## config.mk

```make
export PLATFORM = sky130hd
export DESIGN_NAME = skip_test_instruction_unit
export DESIGN_NICKNAME = d
export VERILOG_FILES = /design/src/skip_test_instruction_unit.v
export VERILOG_INCLUDE_DIRS = /design/src
export SDC_FILE = /design/constraint.sdc
export NUM_CORES = 1
export LEC_CHECK = 0
export ABC_AREA = 1
export BUFFER_PORTS_ARGS = -buffer_cell sky130_fd_sc_hd__buf_2
export CORE_ASPECT_RATIO = 1.5
export CORE_MARGIN = 2
export CORE_UTILIZATION = 48
export DETAILED_ROUTE_END_ITERATION = 16
export GPL_TIMING_DRIVEN = 0
export HOLD_SLACK_MARGIN = 0.1
export PLACE_DENSITY = 0.75
export SLEW_MARGIN = 20
export SYNTH_ARGS = -nofsm -noshare
export SYNTH_HDL_FRONTEND = slang
export SYNTH_SLANG_ARGS = --single-unit
```

## constraint.sdc

```tcl
create_clock -name clock -period 1.5 [get_ports clock]
set_input_delay 0.15 -clock clock [delete_from_list [all_inputs] [get_ports clock]]
set_output_delay 0.15 -clock clock [all_outputs]
set_load 0.05 [all_outputs]
```

## src/skip_test_regs.vh

```
// Register offsets, field positions, reset values and opcodes of the skip-test unit.
`ifndef SKIP_TEST_REGS_VH
`define SKIP_TEST_REGS_VH

// Register word offsets on the plain register port.
`define ADDR_IRQ_CONTROL_FIRST 4'h0
`define ADDR_IRQ_CONTROL_SECOND 4'h1
`define ADDR_IRQ_PIN_CONTROL 4'h2
`define ADDR_REQUEST_STATUS 4'h3
`define ADDR_REQUEST_MASK 4'h4
`define ADDR_UNIT_STATE 4'h5

// Field positions.
`define BIT_EXT_IRQ_ENABLE 0
`define BIT_TIMER_ONE_IRQ_ENABLE 2
`define BIT_TIMER_TWO_IRQ_ENABLE 3
`define BIT_CONVERTER_IRQ_ENABLE 2
`define BIT_PIN_POLARITY_SELECT 2

// Request flag positions in the status and mask registers.
`define FLAG_EXT 0
`define FLAG_CONV 1
`define FLAG_TIMER_ONE 2
`define FLAG_TIMER_TWO 3

// Reset values.
`define RESET_NIBBLE 4'h0

// Ten-bit opcodes of the skip-test instructions.
`define OP_SKIP_IF_ACC_EQUALS_MEM 10'h026
`define OP_SKIP_ON_EXT_REQUEST 10'h038
`define OP_SKIP_ON_CONVERSION_DONE 10'h287
`define OP_SKIP_ON_PORTC_HIGH 10'h289
`define OP_SKIP_ON_IRQ_PIN_LEVEL 10'h03A
`define OP_SKIP_ON_POWERDOWN_FLAG 10'h003
`define OP_SKIP_ON_TIMER_ONE_REQUEST 10'h280
`define OP_SKIP_ON_TIMER_TWO_REQUEST 10'h281

`endif

```

## src/skip_test_instruction_unit.v

```verilog
// Skip decision logic for the conditional skip-test instructions of the core.
//
// Summary of operation
// RQ1: Skip next when accumulator equals addressed nibble.
// RQ2: Ext enable zero: skip on ext flag, clear it.
// RQ3: Ext enable one: ext test is no-operation.
// RQ4: Ext flag clear: no skip, flag unchanged.
// RQ5: Converter enable zero: skip on done flag, clear.
// RQ6: Converter enable one: done test is no-operation.
// RQ7: Port C test skips when port C reads one.
// RQ8: Polarity zero: pin test skips on low pin.
// RQ9: Polarity one: pin test skips on high pin.
// RQ10: Power-down test skips on flag, never clears.
// RQ11: Timer one enable zero: skip on flag, clear.
// RQ12: Timer one enable one: timer one test no-operation.
// RQ13: Timer two enable zero: skip on flag set.
// RQ14: Timer two skip clears flag; enable one no-operation.
// RQ15: Skipped instruction is fetched but has no effect.
`timescale 1ns/10ps
`include "skip_test_regs.vh"

module skip_test_instruction_unit (
    // Core instruction clock, 10 MHz.
    input wire clock,
    // Synchronous reset, active low.
    input wire reset_n,
    // One-cycle pulse: an instruction word is presented this cycle.
    input wire instr_valid,
    // The instruction word being executed.
    input wire [9:0] instr_code,
    // Accumulator contents.
    input wire [3:0] acc,
    // Data-memory nibble selected by the data pointer.
    input wire [3:0] mem_nibble,
    // One-cycle set pulses from the request sources.
    input wire ext_request_set,
    input wire conversion_done_set,
    input wire timer_one_request_set,
    input wire timer_two_request_set,
    // Power-down flag held by the core power logic.
    input wire powerdown_flag,
    // Port C pin level, asynchronous.
    input wire portc_pin,
    // External interrupt pin level, asynchronous.
    input wire irq_pin,
    // Register port.
    input wire [3:0] reg_addr,
    input wire [3:0] reg_wdata,
    input wire reg_write,
    input wire reg_read,
    output reg [3:0] reg_rdata_q,
    // High while the next instruction must be suppressed.
    output reg skip_q,
    // Request flags, for the interrupt controller.
    output reg ext_request_flag_q,
    output reg conversion_done_flag_q,
    output reg timer_one_request_flag_q,
    output reg timer_two_request_flag_q,
    // Level interrupt, high while an unmasked request flag is set.
    output reg irq_q
);

    // Control registers written by software.
    reg [3:0] irq_control_first_q;
    reg [3:0] irq_control_second_q;
    reg [3:0] irq_pin_control_q;
    // Mask that gates the request flags onto the interrupt output.
    reg [3:0] request_mask_q;

    // Two-stage synchronisers for the pins; stage one is read only by stage two.
    // Bit 0 carries port C, bit 1 the external interrupt pin.
    reg [1:0] pin_meta_q;
    reg [1:0] pin_sync_q;

    // Request flags as a vector, so one loop handles them all.
    reg [3:0] flag_q;
    wire [3:0] flag_d;
    wire [3:0] flag_set;
    // Clear requested by a taken skip.
    reg [3:0] skip_clear;
    // Clear requested by a one written to the status register.
    wire [3:0] sw_clear;

    // Combinational decode results.
    reg skip_hit;
    reg skip_d;

    // Aliases of the enable and select fields and of the synchronised pin levels.
    wire ext_irq_enable_bit;
    wire timer_one_irq_enable_bit;
    wire timer_two_irq_enable_bit;
    wire converter_irq_enable_bit;
    wire pin_polarity_select_bit;
    wire portc_level;
    wire irq_pin_level;

    // An instruction that is itself being skipped must have no effect at all.
    wire live_instr;

    // Next read data.
    reg [3:0] rdata_d;

    assign ext_irq_enable_bit = irq_control_first_q[`BIT_EXT_IRQ_ENABLE];
    assign timer_one_irq_enable_bit = irq_control_first_q[`BIT_TIMER_ONE_IRQ_ENABLE];
    assign timer_two_irq_enable_bit = irq_control_first_q[`BIT_TIMER_TWO_IRQ_ENABLE];
    assign converter_irq_enable_bit = irq_control_second_q[`BIT_CONVERTER_IRQ_ENABLE];
    assign pin_polarity_select_bit = irq_pin_control_q[`BIT_PIN_POLARITY_SELECT];
    assign portc_level = pin_sync_q[0];
    assign irq_pin_level = pin_sync_q[1];

    // A pending skip swallows the next instruction word.
    // The core still fetches it and advances the counter; only its effect is dropped.
    assign live_instr = instr_valid & ~skip_q; // RQ15

    // Set pulses come from logic on this clock, so they need no synchroniser.
    assign flag_set[`FLAG_EXT] = ext_request_set;
    assign flag_set[`FLAG_CONV] = conversion_done_set;
    assign flag_set[`FLAG_TIMER_ONE] = timer_one_request_set;
    assign flag_set[`FLAG_TIMER_TWO] = timer_two_request_set;

    // Software clear only acts on a write to the status register.
    // A zero bit in the written word leaves that flag alone.
    assign sw_clear = (reg_write && reg_addr == `ADDR_REQUEST_STATUS) ? reg_wdata : 4'h0;

    // Pin synchronisers; the pins are sampled twice before anything reads them.
    // The pins may change at any moment, so stage one may be caught unsettled.
    always @(posedge clock) begin
        if (!reset_n) begin
            // Both stages start low, so the tests see low pins right after reset.
            pin_meta_q <= 2'h0;
            pin_sync_q <= 2'h0;
        end else begin
            // Stage two is the only reader of stage one.
            pin_meta_q <= {irq_pin, portc_pin};
            pin_sync_q <= pin_meta_q;
        end
    end

    // Skip decision and flag clears for the current instruction.
    always @* begin
        skip_hit = 1'b0;
        skip_clear = 4'h0;
        if (live_instr) begin
            case (instr_code)
                `OP_SKIP_IF_ACC_EQUALS_MEM: begin
                    // One word, one cycle; equality alone decides.
                    skip_hit = (acc == mem_nibble); // RQ1
                end
                `OP_SKIP_ON_EXT_REQUEST: begin
                    // With the enable set the word is a plain no-operation.
                    if (!ext_irq_enable_bit) begin // RQ3
                        skip_hit = flag_q[`FLAG_EXT]; // RQ2
                        // A clear flag leaves the flag untouched.
                        skip_clear[`FLAG_EXT] = flag_q[`FLAG_EXT]; // RQ4
                    end
                end
                `OP_SKIP_ON_CONVERSION_DONE: begin
                    // Enable set: no-operation.
                    if (!converter_irq_enable_bit) begin // RQ6
                        skip_hit = flag_q[`FLAG_CONV]; // RQ5
                        skip_clear[`FLAG_CONV] = flag_q[`FLAG_CONV]; // RQ5
                    end
                end
                `OP_SKIP_ON_PORTC_HIGH: begin
                    // The level is two clocks old; software must allow for that.
                    skip_hit = portc_level; // RQ7
                end
                `OP_SKIP_ON_IRQ_PIN_LEVEL: begin
                    // Polarity select chooses which level counts.
                    if (pin_polarity_select_bit) begin
                        // Polarity one: a high pin skips.
                        skip_hit = irq_pin_level; // RQ9
                    end else begin
                        // Polarity zero: a low pin skips.
                        skip_hit = ~irq_pin_level; // RQ8
                    end
                end
                `OP_SKIP_ON_POWERDOWN_FLAG: begin
                    // The power-down flag is only looked at, never cleared.
                    skip_hit = powerdown_flag; // RQ10
                end
                `OP_SKIP_ON_TIMER_ONE_REQUEST: begin
                    // Enable set: no-operation, the flag waits for the interrupt.
                    if (!timer_one_irq_enable_bit) begin // RQ12
                        skip_hit = flag_q[`FLAG_TIMER_ONE]; // RQ11
                        skip_clear[`FLAG_TIMER_ONE] = flag_q[`FLAG_TIMER_ONE]; // RQ11
                    end
                end
                `OP_SKIP_ON_TIMER_TWO_REQUEST: begin
                    // Same shape as the timer one test.
                    if (!timer_two_irq_enable_bit) begin // RQ14
                        skip_hit = flag_q[`FLAG_TIMER_TWO]; // RQ13
                        skip_clear[`FLAG_TIMER_TWO] = flag_q[`FLAG_TIMER_TWO]; // RQ14
                    end
                end
                default: begin
                    // Any other instruction never skips here.
                    skip_hit = 1'b0;
                end
            endcase
        end
    end

    // Skip state: set by a taken test, consumed by the next instruction word.
    always @* begin
        // Without a word the pending skip simply waits.
        skip_d = skip_q;
        if (instr_valid) begin
            // The swallowed word cannot start a new skip of its own.
            // Two taken tests in a row therefore skip one word, not two.
            skip_d = skip_q ? 1'b0 : skip_hit; // RQ15
        end
    end

    // Skip flip-flop; held until the core presents the next word.
    always @(posedge clock) begin
        if (!reset_n) begin
            // The first word after reset always runs.
            skip_q <= 1'b0;
        end else begin
            skip_q <= skip_d;
        end
    end

    // Request flags; a set arriving with any clear wins, so no event is lost.
    // The same next-state equation serves every flag, so one loop builds them all.
    genvar i;
    generate
        for (i = 0; i < 4; i = i + 1) begin : g_flag
            // Set pulse first; otherwise hold unless a skip or software clears it.
            assign flag_d[i] = flag_set[i] | (flag_q[i] & ~skip_clear[i] & ~sw_clear[i]);
        end
    endgenerate

    // One process owns the whole flag vector, so each bit has a single driver.
    always @(posedge clock) begin
        if (!reset_n) begin
            // No request survives a reset.
            flag_q <= 4'h0;
        end else begin
            flag_q <= flag_d;
        end
    end

    // Flag outputs and the interrupt line, each straight from a flip-flop.
    always @(posedge clock) begin
        if (!reset_n) begin
            // All outputs low during reset.
            ext_request_flag_q <= 1'b0;
            conversion_done_flag_q <= 1'b0;
            timer_one_request_flag_q <= 1'b0;
            timer_two_request_flag_q <= 1'b0;
            irq_q <= 1'b0;
        end else begin
            // Next values, so these outputs match the status register bits.
            ext_request_flag_q <= flag_d[`FLAG_EXT];
            conversion_done_flag_q <= flag_d[`FLAG_CONV];
            timer_one_request_flag_q <= flag_d[`FLAG_TIMER_ONE];
            timer_two_request_flag_q <= flag_d[`FLAG_TIMER_TWO];
            // Built from the next flag value so it tracks the flag outputs.
            irq_q <= |(flag_d & request_mask_q);
        end
    end

    // Control register writes.
    always @(posedge clock) begin
        if (!reset_n) begin
            // Enables, polarity and mask all come up as zero.
            irq_control_first_q <= `RESET_NIBBLE;
            irq_control_second_q <= `RESET_NIBBLE;
            irq_pin_control_q <= `RESET_NIBBLE;
            request_mask_q <= `RESET_NIBBLE;
        end else if (reg_write) begin
            case (reg_addr)
                `ADDR_IRQ_CONTROL_FIRST: begin
                    // External, timer one and timer two enables.
                    irq_control_first_q <= reg_wdata;
                end
                `ADDR_IRQ_CONTROL_SECOND: begin
                    // Converter enable.
                    irq_control_second_q <= reg_wdata;
                end
                `ADDR_IRQ_PIN_CONTROL: begin
                    // Pin polarity select.
                    irq_pin_control_q <= reg_wdata;
                end
                `ADDR_REQUEST_MASK: begin
                    // Gates the flags onto the interrupt line from the next cycle.
                    request_mask_q <= reg_wdata;
                end
                default: begin
                    // Status clears are handled with the flags; others ignored.
                    request_mask_q <= request_mask_q;
                end
            endcase
        end
    end

    // Read multiplexer; unmapped offsets read as zero.
    // Zero while idle, so read data stands for one cycle only.
    always @* begin
        rdata_d = 4'h0;
        if (reg_read) begin
            case (reg_addr)
                `ADDR_IRQ_CONTROL_FIRST: begin
                    rdata_d = irq_control_first_q;
                end
                `ADDR_IRQ_CONTROL_SECOND: begin
                    rdata_d = irq_control_second_q;
                end
                `ADDR_IRQ_PIN_CONTROL: begin
                    rdata_d = irq_pin_control_q;
                end
                `ADDR_REQUEST_STATUS: begin
                    // Raw flags, unmasked, so software can poll with the interrupt off.
                    rdata_d = flag_q;
                end
                `ADDR_REQUEST_MASK: begin
                    rdata_d = request_mask_q;
                end
                `ADDR_UNIT_STATE: begin
                    // Live view of what the tests look at.
                    rdata_d = {irq_pin_level, portc_level, powerdown_flag, skip_q};
                end
                default: begin
                    // Unmapped offsets read as zero.
                    rdata_d = 4'h0;
                end
            endcase
        end
    end

    // Read data stands only in the cycle after the read strobe.
    always @(posedge clock) begin
        if (!reset_n) begin
            // No read is pending after reset.
            reg_rdata_q <= 4'h0;
        end else begin
            // Zero outside the read cycle, so a stale value never looks like data.
            reg_rdata_q <= rdata_d;
        end
    end

endmodule // skip_test_instruction_unit

```

# Yosys cells after proc, flatten, opt, wreduce, memory -nomap -nowiden
# Cells that the tools add are included.
# totals
ff_bits	34
output_inout_bits	10
elab_cells	75
# classes
n_eq_ne	14
muxes	15
bitwise	24
n_reduce_logical	8
# op_table
cell	count
10-bit == test (second input constant)	4
10-bit by 6-bit == test with 1-bit output (second input constant)	3
4-bit one-hot mux with 6 select lines	1
1-bit two-way mux	11
10-bit by 2-bit == test with 1-bit output (second input constant)	1
1-bit inverter	10
2-bit AND reduction	5
1-bit AND	9
4-bit by 2-bit == test with 1-bit output (second input constant)	2
4-bit by 3-bit == test with 1-bit output (second input constant)	2
4-bit two-way mux	2
1-bit one-hot mux with 8 select lines	1
4-bit AND	1
4-bit by 1-bit == test with 1-bit output (second input constant)	1
4-bit == test	1
4-bit zero test	1
1-bit OR	4
4-bit OR reduction	1
1-bit logical AND	1

# Logic depth before layout (Yosys ltp)
# Gate-level depths: netlist (run 1).
# logic_depth
depth_word	9
ltp_mapped	11
depth_no_buf	11

# Least setup slack after synthesis (run 1)
# OpenSTA, ideal clock, no wires.
# synth_path
kind	reg-to-reg
startpoint	reg flag_q[3]
endpoint	reg irq_q
setup_ns	0.117
t_arrival_ns	1.295
path_slack_ns	0.087
stages_incl_launch_ff	10
n_path_buf	0
synth_period_minus_slack_ns	1.413
cell_sequence	dfxtp_1 inv_1 nor2_1 nand4_1 nand2_1 nand2_1 nand2_1 nand2_1 nor2_1 nor2_1
# synth_between
elab_chain_cells	9
# synth_rtl
element	line	rtl
start, declared	skip_test_instruction_unit.v:76	reg [3:0] flag_q;
start signal, assigned	skip_test_instruction_unit.v:241	flag_q <= flag_d;
1-bit two-way mux	skip_test_instruction_unit.v:191	if (!timer_two_irq_enable_bit) begin
1-bit two-way mux	skip_test_instruction_unit.v:144	case (instr_code)
4-bit two-way mux	skip_test_instruction_unit.v:143	if (live_instr) begin
1-bit inverter	skip_test_instruction_unit.v:231	assign flag_d[i] = flag_set[i] | (flag_q[i] & ~skip_clear[i] & ~sw_clear[i]);
1-bit AND (*) (2 in series)	skip_test_instruction_unit.v:231	
1-bit OR (*)	skip_test_instruction_unit.v:231	
4-bit AND (*)	skip_test_instruction_unit.v:261	irq_q <= |(flag_d & request_mask_q);
4-bit OR reduction (*)	skip_test_instruction_unit.v:261	
end signal, assigned	skip_test_instruction_unit.v:261	
end, declared	skip_test_instruction_unit.v:60	output reg irq_q
# Mark *: on every way between the ends. The rest lies on a longest branch, timed or not.
# A chain may end at the register's enable or synchronous reset.

# Worst setup path after layout (run 1)
# layout_path
startpoint	reg skip_q
endpoint	reg irq_q
# layout_between
elab_chain_cells	9
elab_cells_between_ends	21
# layout_rtl
element	line	rtl
start, declared	skip_test_instruction_unit.v:53	output reg skip_q,
start signal, assigned	skip_test_instruction_unit.v:221	skip_q <= skip_d;
1-bit inverter (*)	skip_test_instruction_unit.v:113	assign live_instr = instr_valid & ~skip_q;
1-bit AND (*)	skip_test_instruction_unit.v:113	
4-bit two-way mux (*)	skip_test_instruction_unit.v:143	
1-bit inverter	skip_test_instruction_unit.v:231	
1-bit AND (2 in series)	skip_test_instruction_unit.v:231	
1-bit OR	skip_test_instruction_unit.v:231	
4-bit AND (*)	skip_test_instruction_unit.v:261	
4-bit OR reduction (*)	skip_test_instruction_unit.v:261	
# Marks and branches as above.

==> results by group, run 1 <==
Worst setup path
  • Startpoint types: flip-flop
  • Worst reg-to-reg path cell count: 8
  • Most frequent CP cell: nand2_1
  • CP endpoint kind: flip-flop
  • CP max FO: 5
  • CP cell instances: nor2_1 -> nand4_1 -> nand2_1 -> nand2_1 -> nand2_1 -> nand2_1 -> nor2_1 -> nor2_1
  • Worst Path Required: 1.67 ns
  • Critical path arrival: 1.54 ns
  • WS Path Type: reg -> reg
  • FF-to-FF setup slack: 0.14 ns
  • Critical Path Slowest Stage Cell: dfxtp_1
  • CP peak stage delay: roughly 0.35 ns
  • Critical R2R Launch: skip_q
  • Worst r2r dst: irq_q

Placed design
  • Placed Area: 1966 um^2
  • DP Wirelength: 3.346 mm
  • Placer Congestion: around 0.89
  • # port buffers: 47

Min path
  • Hold Path End: flag_q[1]
  • HP Class: in -> reg
  • Hold Crit Depth: 3
  • Hold_sp: conversion_done_set

GRT
  • Vias in the first global route: around 1700
  • Largest net degree at the start of global routing: 11
  • GRT Resource Usage Total: 23.79%
  • Remaining Overflow, GRT: 0
  • Initial antenna violation count: 0
  • First-pass GRT wire length: 7.100 mm

Clock tree
  • Clock Path Buffers: 2
  • H-tree levels: 2
  • CTS buffer count: 5
  • CTS resizes: 0
  • CTS root buf: clkbuf_8
  • CTS tree: yes
  • Clock latency on the worst-skew pair: 0.28 ns
  • Clock sinks: 30
  • Worst-path clk slew: 0.06 ns

Timing
  • RSZ-0062 raised after global routing: no
  • Fin Hold WS: 0.1211 ns
  • Clock skew: 0.004201 ns
  • Fin crit share: 90.89%
  • Count of final setup violators: 0
  • Post-route setup TNS: 0 ns
  • Final Hold Viols: 0
  • Post-route minimum period: 1.363 ns
  • Max transition margin: 70.93%
  • Worst-margin pin slew: between 0.4 and 0.5 ns
  • Max Transition Viols Final: 0
  • FMAX: 733.5 MHz

Die
  • Die area: 3994 um^2
  • Initial core utilization: 49.59%
  • Cell Rows: 26
  • Die height: 76.41 um
  • Core ar.: 3383 um^2
  • Chip Width: 52.28 um
  • Io pins: 48

Finish
  • ANT cells: 0
  • Multi-input combinational cell area: ~850 um^2
  • P&R area growth vs syn: 23.79%
  • Fillers: 371
  • Area of all placed cells without fillers: around 2100 um^2
  • # nets final: between 300 and 400
  • Reg area: roughly 600 um^2
  • Fraction of layout cells with a size suffix above 1: between 10% and 20%

Power and ir drop
  • VDD IR max: 0.8377 mV
  • Leak: about 0.0010 uW
  • Pwr Density: approximately 860 nW/um^2
  • Overall Power: around 1800 uW

Detailed routing
  • Antenna viol nets, final: 0
  • # DRC: 0
  • Pre-antenna DRT Iters: 4
  • Via density per instance: 4.831
  • WL/cell: around 11 um
  • Drt total wl: 4.221 mm
  • 1st-iter DRT viols: 47
  • Vias: 1826

Synthesis
  • Top cell type's share of synthesized area: 35.79%
  • #FFs+latches synth: 30
  • Syn_nets: 317
  • Yosys cell types: 14
  • Ys async rst share: 0%
  • Area contributors post-synth: dfxtp_1, inv_1, nand2_1
  • Sequential-to-total area share from yosys stat: a little over a third
  • Post-synth EDFFs: 0
  • Commonest cells post-synth: inv_1, nand2_1, nor2_1
  • Synth Flop Type: dfxtp_1
  • Synth Warn #: 0
  • Syn Inst Count: 279
  • Post-Syn Area: 1678 um^2
  • Syn avg cell area: about 6.0 um^2
  • Largest area contributor in the netlist: dfxtp_1

Outcome
  • Status: finished, final reports clean

Run
  • Max_cap viols: 0
==> placed cells by master, fill, tap and decap left out <==
| cell type | Yosys | routed |
|---|---|---|
| nor2_1 | 46 | 46 |
| nor2_4 | 2 | 2 |
| a21oi_1 | 21 | 21 |
| dlygate4sd3_1 | 0 | 2 |
| xnor2_1 | 1 | 1 |
| nor3_1 | 4 | 4 |
| inv_1 | 59 | 59 |
| dfxtp_1 | 30 | 30 |
| clkbuf_8 | 0 | 6 |
| clkbuf_1 | 2 | 3 |
| nor2_2 | 2 | 2 |
| o21ai_0 | 20 | 20 |
| nand2_1 | 59 | 59 |
| nand3_1 | 17 | 17 |
| nand4_1 | 7 | 7 |
| o22ai_1 | 9 | 9 |
| clkinv_2 | 0 | 1 |
| buf_2 | 0 | 47 |
==> logic make-up (layout without fill, tap and decap cells) <==
| family | Yosys count | after routing | share of synthesized area [%] |
|---|---|---|---|
| buffers and inverters | 61 | 118 | 13.65 |
| xor gates and xnor gates | 1 | 1 | 0.5221 |
| and+or+nand+nor | 137 | 137 | 34.45 |
| DFF | 30 | 30 | 35.79 |
| AOI/OAI and AO/OA | 50 | 50 | 15.59 |
==> cell type report <==
cell class	count	share of cell area [%]
clock inverter	1	0.2410
multi-input combinational	188	40.84
tap	42	2.530
buffer	2	0.3614
timing repair buffer	49	12.29
sequential	30	28.92
inverter	59	10.66
clock buffer	7	4.157
==> sequential cells by signal (all words and copies together) (netlist names) <==
| name | cells |
|---|---|
| flag_q | 4 |
| irq_control_first_q | 4 |
| irq_control_second_q | 4 |
| irq_pin_control_q | 4 |
| reg_rdata_q | 4 |
| request_mask_q | 4 |
| pin_meta_q | 2 |
| pin_sync_q | 2 |
| irq_q | 1 |
| skip_q | 1 |
==> metal layers <==
metal / track usage [%] / vias up / part of all wire (%) / wire length, um
li1: - / 985 / - / -
met1: 25.12 / 756 / 39 / 1636
met2: 41.01 / 68 / 49 / 2088
met3: 5.490 / 17 / 7.2 / 304
met4: 14.10 / 0 / 4.5 / 192
met5: 0 / - / 0 / 0
==> worst max-delay path by stage <==
stage            end      start  cells past startpoint  slack (ns)
5_1_grt        irq_q     skip_q                      8        0.02
2_1_floorplan  irq_q  flag_q[3]                      9        0.09
4_1_cts        irq_q     skip_q                      8        0.15
3_3_place_gp   irq_q     skip_q                      8        0.17
6_report       irq_q     skip_q                      8        0.14
3_5_place_dp   irq_q     skip_q                      8        0.16
==> power by group <==
group          switching, uW  internal, uW  total [uW]
combinational            190          96.3         287
sequential              9.41           821         831
clock                    295           369         664
==> worst max-delay path, delay by kind of cell (launching register included) <==
kind | cells | cell delay (ns)
simple gates | 8 | 0.90
flops | 1 | 0.35
==> stage by stage <==
stage / cells / setup WS (ns) / utilization, %
final: 378 / 0.1366 / 61.39
after detailed placement: 368 / 0.1582 / 58.10
after CTS: 378 / 0.1478 / 61.39
after global routing: 378 / 0.01752 / 61.39
after global placement: 368 / 0.1734 / 58.10
after floorplan: 279 / 0.08734 / -
==> what timing repair did <==
action | 4_1_cts | 5_1_grt
hold endpoints to repair | 2 | 0
hold buffers | 2 | 0
setup buffers | 0 | 0
Power figures use the tool's default switching activity.
==> inputs of run 2 (changes only) <==
--- a/config.mk
+++ b/config.mk
@@ -8,7 +8,7 @@
 export LEC_CHECK = 0
 export ABC_AREA = 1
 export BUFFER_PORTS_ARGS = -buffer_cell sky130_fd_sc_hd__buf_2
-export CORE_ASPECT_RATIO = 1.5
+export CORE_ASPECT_RATIO = 0.75
 export CORE_MARGIN = 2
 export CORE_UTILIZATION = 48
 export DETAILED_ROUTE_END_ITERATION = 16
==> constraint.sdc (replaced) <==
create_clock -name clock -period 1.42 [get_ports clock]
set_input_delay 0.142 -clock clock [delete_from_list [all_inputs] [get_ports clock]]
set_output_delay 0.142 -clock clock [all_outputs]
set_load 0.05 [all_outputs]
==> run 2 against run 1 <==
  * Die area down 0.13%
  * Sequential power rose by 5.7%
  * Cell count fell by 0.79%
  * Combinational power increased by 5%
  * Maximum frequency up 12%
  * Clock skew up 0.00066 ns
  * Total power increased by 0.49%
  * Critical path type unchanged
==> results by group, run 2 (synthesized netlist as in run 1, its figures left out) <==
Outcome
  • Status: finished, final reports clean

Timing
  • FMAX: 819.7 MHz
  • Fin Hold WS: between 0.1 and 0.15 ns
  • Clock skew: 0.004856 ns
  • Worst-margin pin slew: slightly below 0.4 ns
  • Max Transition Viols Final: 0
  • Post-route setup TNS: 0 ns
  • Fin crit share: 85.91%
  • Final Hold Viols: 0
  • RSZ-0062 raised after global routing: no
  • Count of final setup violators: 0
  • Post-route minimum period: 1.220 ns
  • Max transition margin: 73.84%

Power and ir drop
  • Flop pwr share: 49.1%
  • Int Pwr: 1306 uW
  • VDD IR max: 0.5827 mV
  • Clock Power Share: 34.2%
  • Comb pwr share: 16.8%
  • Psw: 484.2 uW
  • Pwr Density: 868.1 nW/um^2
  • Leak: 0.001027 uW
  • Sw frac: 27.05%
  • Overall Power: ~1800 uW

Placed design
  • DP Wirelength: 3.318 mm
  • Placer Congestion: 0.9125
  • # port buffers: 47
  • Cell total after placement: around 370
  • Placed Area: ~2000 um^2

Finish
  • Post-route insts no fill: 375
  • Fraction of layout cells with a size suffix above 1: between 10% and 20%
  • Area of all placed cells without fillers: 2062 um^2
  • P&R area growth vs syn: 22.89%
  • Commonest cells after routing, fill and taps aside: inv_1, nand2_1, buf_2, nor2_1, dfxtp_1
  • Fillers: 326
  • ANT cells: 0
  • # nets final: 373

Clock tree
  • CTS tree: yes
  • Clock Path Buffers: 2
  • CTS buffer count: 5
  • Clock sinks: 30
  • H-tree levels: 2
  • Worst-path clk slew: 0.06 ns
  • CTS root buf: clkbuf_8
  • Clock latency on the worst-skew pair: 0.27 ns

Worst setup path
  • CP max FO: 5
  • CP endpoint kind: flip-flop
  • WS Path Type: reg -> reg
  • Critical path startpoint: skip_q
  • Startpoint types: flip-flop
  • Critical R2R Launch: skip_q
  • FF-to-FF setup slack: 0.20 ns
  • Critical path arrival: 1.39 ns
  • Worst Path Required: 1.59 ns

Detailed routing
  • Drt total wl: 4.052 mm
  • Vias: 1851
  • WL/cell: around 11 um
  • Antenna viol nets, final: 0
  • 1st-iter DRT viols: 221
  • Via density per instance: 4.936
  • Pre-antenna DRT Iters: 4
  • # DRC: 0

Die
  • Io pins: 48
  • Initial core utilization: 50.68%
  • Core ar.: roughly 3300 um^2
  • Die area: 3989 um^2
  • Die height: 55.20 um
  • Chip Width: roughly 72 um
  • Cell Rows: 18

GRT
  • Initial antenna violation count: 0
  • Remaining Overflow, GRT: 0
  • First-pass GRT wire length: 6.479 mm
  • GRT Resource Usage Total: around a fifth
  • Vias in the first global route: 1507
  • Largest net degree at the start of global routing: 11

Run
  • Max_cap viols: 0

Min path
  • HP Class: in -> reg
  • Hold_sp: timer_two_request_set
run 2: cell types whose count changed in the layout (fill, tap and decap cells not counted), sizes merged:
cell    previous run  this run
clkinv             1         0
run 2: final timing paths:
| path | endpoint | cells past startpoint |
|---|---|---|
| worst min-delay path | flag_q[3] | 3 |
| worst min register to register | pin_sync_q[0] | 2 |
| worst max-delay path | irq_q | 8 |
| worst max register to register | irq_q | 8 |
run 2: critical path: stages (launching register included):
cell,delay (ns)
dfxtp_1,0.35
nor2_2,0.24
nand4_1,0.13
nand2_1,0.09
nand2_1,0.05
nand2_1,0.05
nand2_1,0.06
nor2_1,0.09
nor2_1,0.04
run 2: area by class of cell:
type                            instances  area, um^2  share of cell area (%)
Clock buffer                            7       76.32                   3.701
Sequential cell                        30       600.6                   29.13
Tap cell                               40       50.05                   2.427
Inverter                               59       221.5                   10.74
Timing Repair Buffer                   49       255.2                   12.38
Multi-Input combinational cell        188       850.8                   41.26
Buffer                                  2       7.507                  0.3641
run 2: power groups by stage:
stage,clock network [uW],logic (uW),registers [uW]
floorplan,0,142,931
finish,611,301,878
global placement,0,290,895
CTS,623,299,878
detailed placement,0,295,896
global route,661,338,880
run 2: per-stage QoR:
step | worst slack [ns] | utilization [%]
3_5_place_dp | 0.05577 | 59.30
5_1_grt | 0.04770 | 62.28
6_report | 0.2000 | 62.28
3_3_place_gp | 0.05191 | 59.30
4_1_cts | 0.08220 | 62.21
2_1_floorplan | 0.007340 | -
run 2: layer usage:
metal | routed length, um | track usage, % | up-vias | share of wire (%)
li1 | - | - | 989 | -
met1 | 1952 | 31.13 | 783 | 48
met2 | 1635 | 29.36 | 76 | 40
met3 | 448 | 5.474 | 3 | 11
met4 | 16 | 4.582 | 0 | 0.39
met5 | 0 | 0 | - | 0
run 2: repair_timing:
item                                    4_1_cts  5_1_grt
gates resized for setup                       0        1
endpoints found under the setup margin        0        1
hold endpoints to repair                      2        0
buffers inserted                              0        0
hold buffers                                  2        0
==> inputs of run 3 (changes only) <==
--- a/config.mk
+++ b/config.mk
@@ -7,7 +7,7 @@
 export NUM_CORES = 1
 export LEC_CHECK = 0
 export ABC_AREA = 1
-export BUFFER_PORTS_ARGS = -buffer_cell sky130_fd_sc_hd__buf_2
+export BUFFER_PORTS_ARGS = -buffer_cell sky130_fd_sc_hd__clkbuf_2
 export CORE_ASPECT_RATIO = 0.75
 export CORE_MARGIN = 2
 export CORE_UTILIZATION = 48
==> run 3 against run 2 <==
  * Total power is 0.66% higher
  * Final area increased by 0.49%
  * Cell count is 0.27% higher
  * Non-clock buffer count increased by 1
  * Sequential cell count unchanged
  * Global-route usage increased by 1.4 points
==> results by group, run 3 (synthesized netlist as in run 1, its figures left out) <==
Timing
  • Post-route setup TNS: 0 ns
  • Worst-margin pin slew: 0.3951 ns
  • Post-route minimum period: roughly 1.2 ns
  • Max Transition Viols Final: 0
  • Setup ws final: 0.1711 ns
  • Count of final setup violators: 0
  • FMAX: ~800 MHz
  • Fin crit share: 87.95%
  • Max transition margin: between 70% and 80%
  • RSZ-0062 raised after global routing: no
  • Final Hold Viols: 0
  • Clock skew: 0.007960 ns

Power and ir drop
  • Psw: 494.8 uW
  • Flop pwr share: 48.8%
  • Int Pwr: 1307 uW
  • Sw frac: 27.46%
  • Pwr Density: approximately 870 nW/um^2
  • VDD IR max: a little over 0.5 mV
  • Comb pwr share: between 10% and 20%
  • Clock Power Share: between 30% and 40%
  • Leak: 0.001034 uW

GRT
  • First-pass GRT wire length: 6.755 mm
  • Remaining Overflow, GRT: 0
  • Vias in the first global route: 1545
  • Largest net degree at the start of global routing: 11
  • Initial antenna violation count: 0
  • GRT Resource Usage Total: 22.04%

Worst setup path
  • WS Path Type: reg -> reg
  • CP endpoint kind: flip-flop
  • Critical path arrival: between 1 and 1.5 ns
  • Critical path startpoint: skip_q
  • Worst Path Required: 1.59 ns
  • Startpoint types: flip-flop
  • Critical R2R Launch: skip_q
  • CP max FO: 5

Clock tree
  • CTS tree: yes
  • Clock latency on the worst-skew pair: 0.28 ns
  • Worst-path clk slew: 0.06 ns
  • CTS root buf: clkbuf_8
  • H-tree levels: 2
  • Clock Path Buffers: 2
  • CTS buffer count: 5
  • Clock sinks: 30

Detailed routing
  • Via density per instance: 4.856
  • WL/cell: 10.75 um
  • Drt total wl: 4.041 mm
  • Antenna viol nets, final: 0
  • # DRC: 0
  • Pre-antenna DRT Iters: 6
  • Vias: around 1800
  • 1st-iter DRT viols: 134

Finish
  • Commonest cells after routing, fill and taps aside: inv_1, nand2_1, clkbuf_2, nor2_1, dfxtp_1
  • # nets final: ~370
  • P&R area growth vs syn: 23.49%
  • ANT cells: 0
  • Fraction of layout cells with a size suffix above 1: 16.96%
  • Area of all placed cells without fillers: 2072 um^2

Outcome
  • Status: finished, final reports clean

Placed design
  • # port buffers: 47
  • DP Wirelength: 3.320 mm
  • Placed Area: 1963 um^2
  • Place WS: 0.06562 ns
  • Placer Congestion: 0.9275

Min path
  • Hold_sp: timer_one_request_set
  • HP Class: in -> reg

Die
  • Die area: 3989 um^2
  • Core ar.: 3311 um^2
  • Chip Width: just over 70 um
  • Die height: 55.20 um
  • Io pins: 48
  • Cell Rows: 18
  • Initial core utilization: 50.68%

Run
  • Max_cap viols: 0
-- run 3: changes by cell type in the layout (fill, tap and decap cells not counted) --
| cell | delta |
|---|---|
| buf_2 | -47 |
| clkbuf_2 | +47 |
| dlygate4sd3_1 | +1 |
-- run 3: final cells by class --
class	count	area, um^2
plain buffers	2	7.507
clock buffers	7	76.32
fillers	335	1239
inverters	59	221.5
multi-input cells	188	850.8
flip-flops and latches	30	600.6
well taps	40	50.05
repair buffers	50	265.3
-- run 3: stage by stage --
step                total power [uW]  hold slack [ns]  cells  util (%)
global route                    1885           0.1056    376     62.59
CTS                             1813           0.1019    376     62.51
detailed placement              1191           0.3301    366     59.30
global placement                1185           0.3240    366     59.30
floorplan                       1072           0.2396    279         -
finish                          1802          0.09973    376     62.59
-- run 3: final timing paths --
path,depth (start not counted),slack [ns],endpoint
worst max-delay path,8,0.17,irq_q
worst min-delay path,3,0.1,flag_q[2]
worst max register to register,8,0.17,irq_q
worst min register to register,2,0.41,pin_sync_q[1]
-- run 3: timing repair --
| action | CTS | global route |
|---|---|---|
| setup endpoints to repair | 0 | 1 |
| setup buffers | 0 | 0 |
| hold buffers | 3 | 0 |
| hold endpoints to repair | 3 | 0 |
| gates resized for setup | 0 | 1 |
-- run 3: power groups by stage --
stage	sequential (uW)	combinational, uW	clock (uW)
final	879	301	622
after global routing	881	343	661
after CTS	879	301	632
after detailed placement	897	294	0
after global placement	896	290	0
after floorplan	931	142	0
-- run 3: routing by layer --
metal | track usage [%] | vias up | routed length [um]
li1 | - | 992 | -
met5 | 0 | - | 0
met4 | 7.278 | 0 | 42
met3 | 5.474 | 5 | 317
met2 | 31.72 | 63 | 1618
met1 | 32.00 | 766 | 2063
-- run 3: worst max-delay path, cell delays in order, from the launching register on --
cell and delay (ns):
dfxtp_1 0.36, nor2_2 0.25, nand4_1 0.13, nand2_1 0.10, nand2_1 0.06, nand2_1 0.05, nand2_1 0.06, nor2_1 0.09
nor2_1 0.04
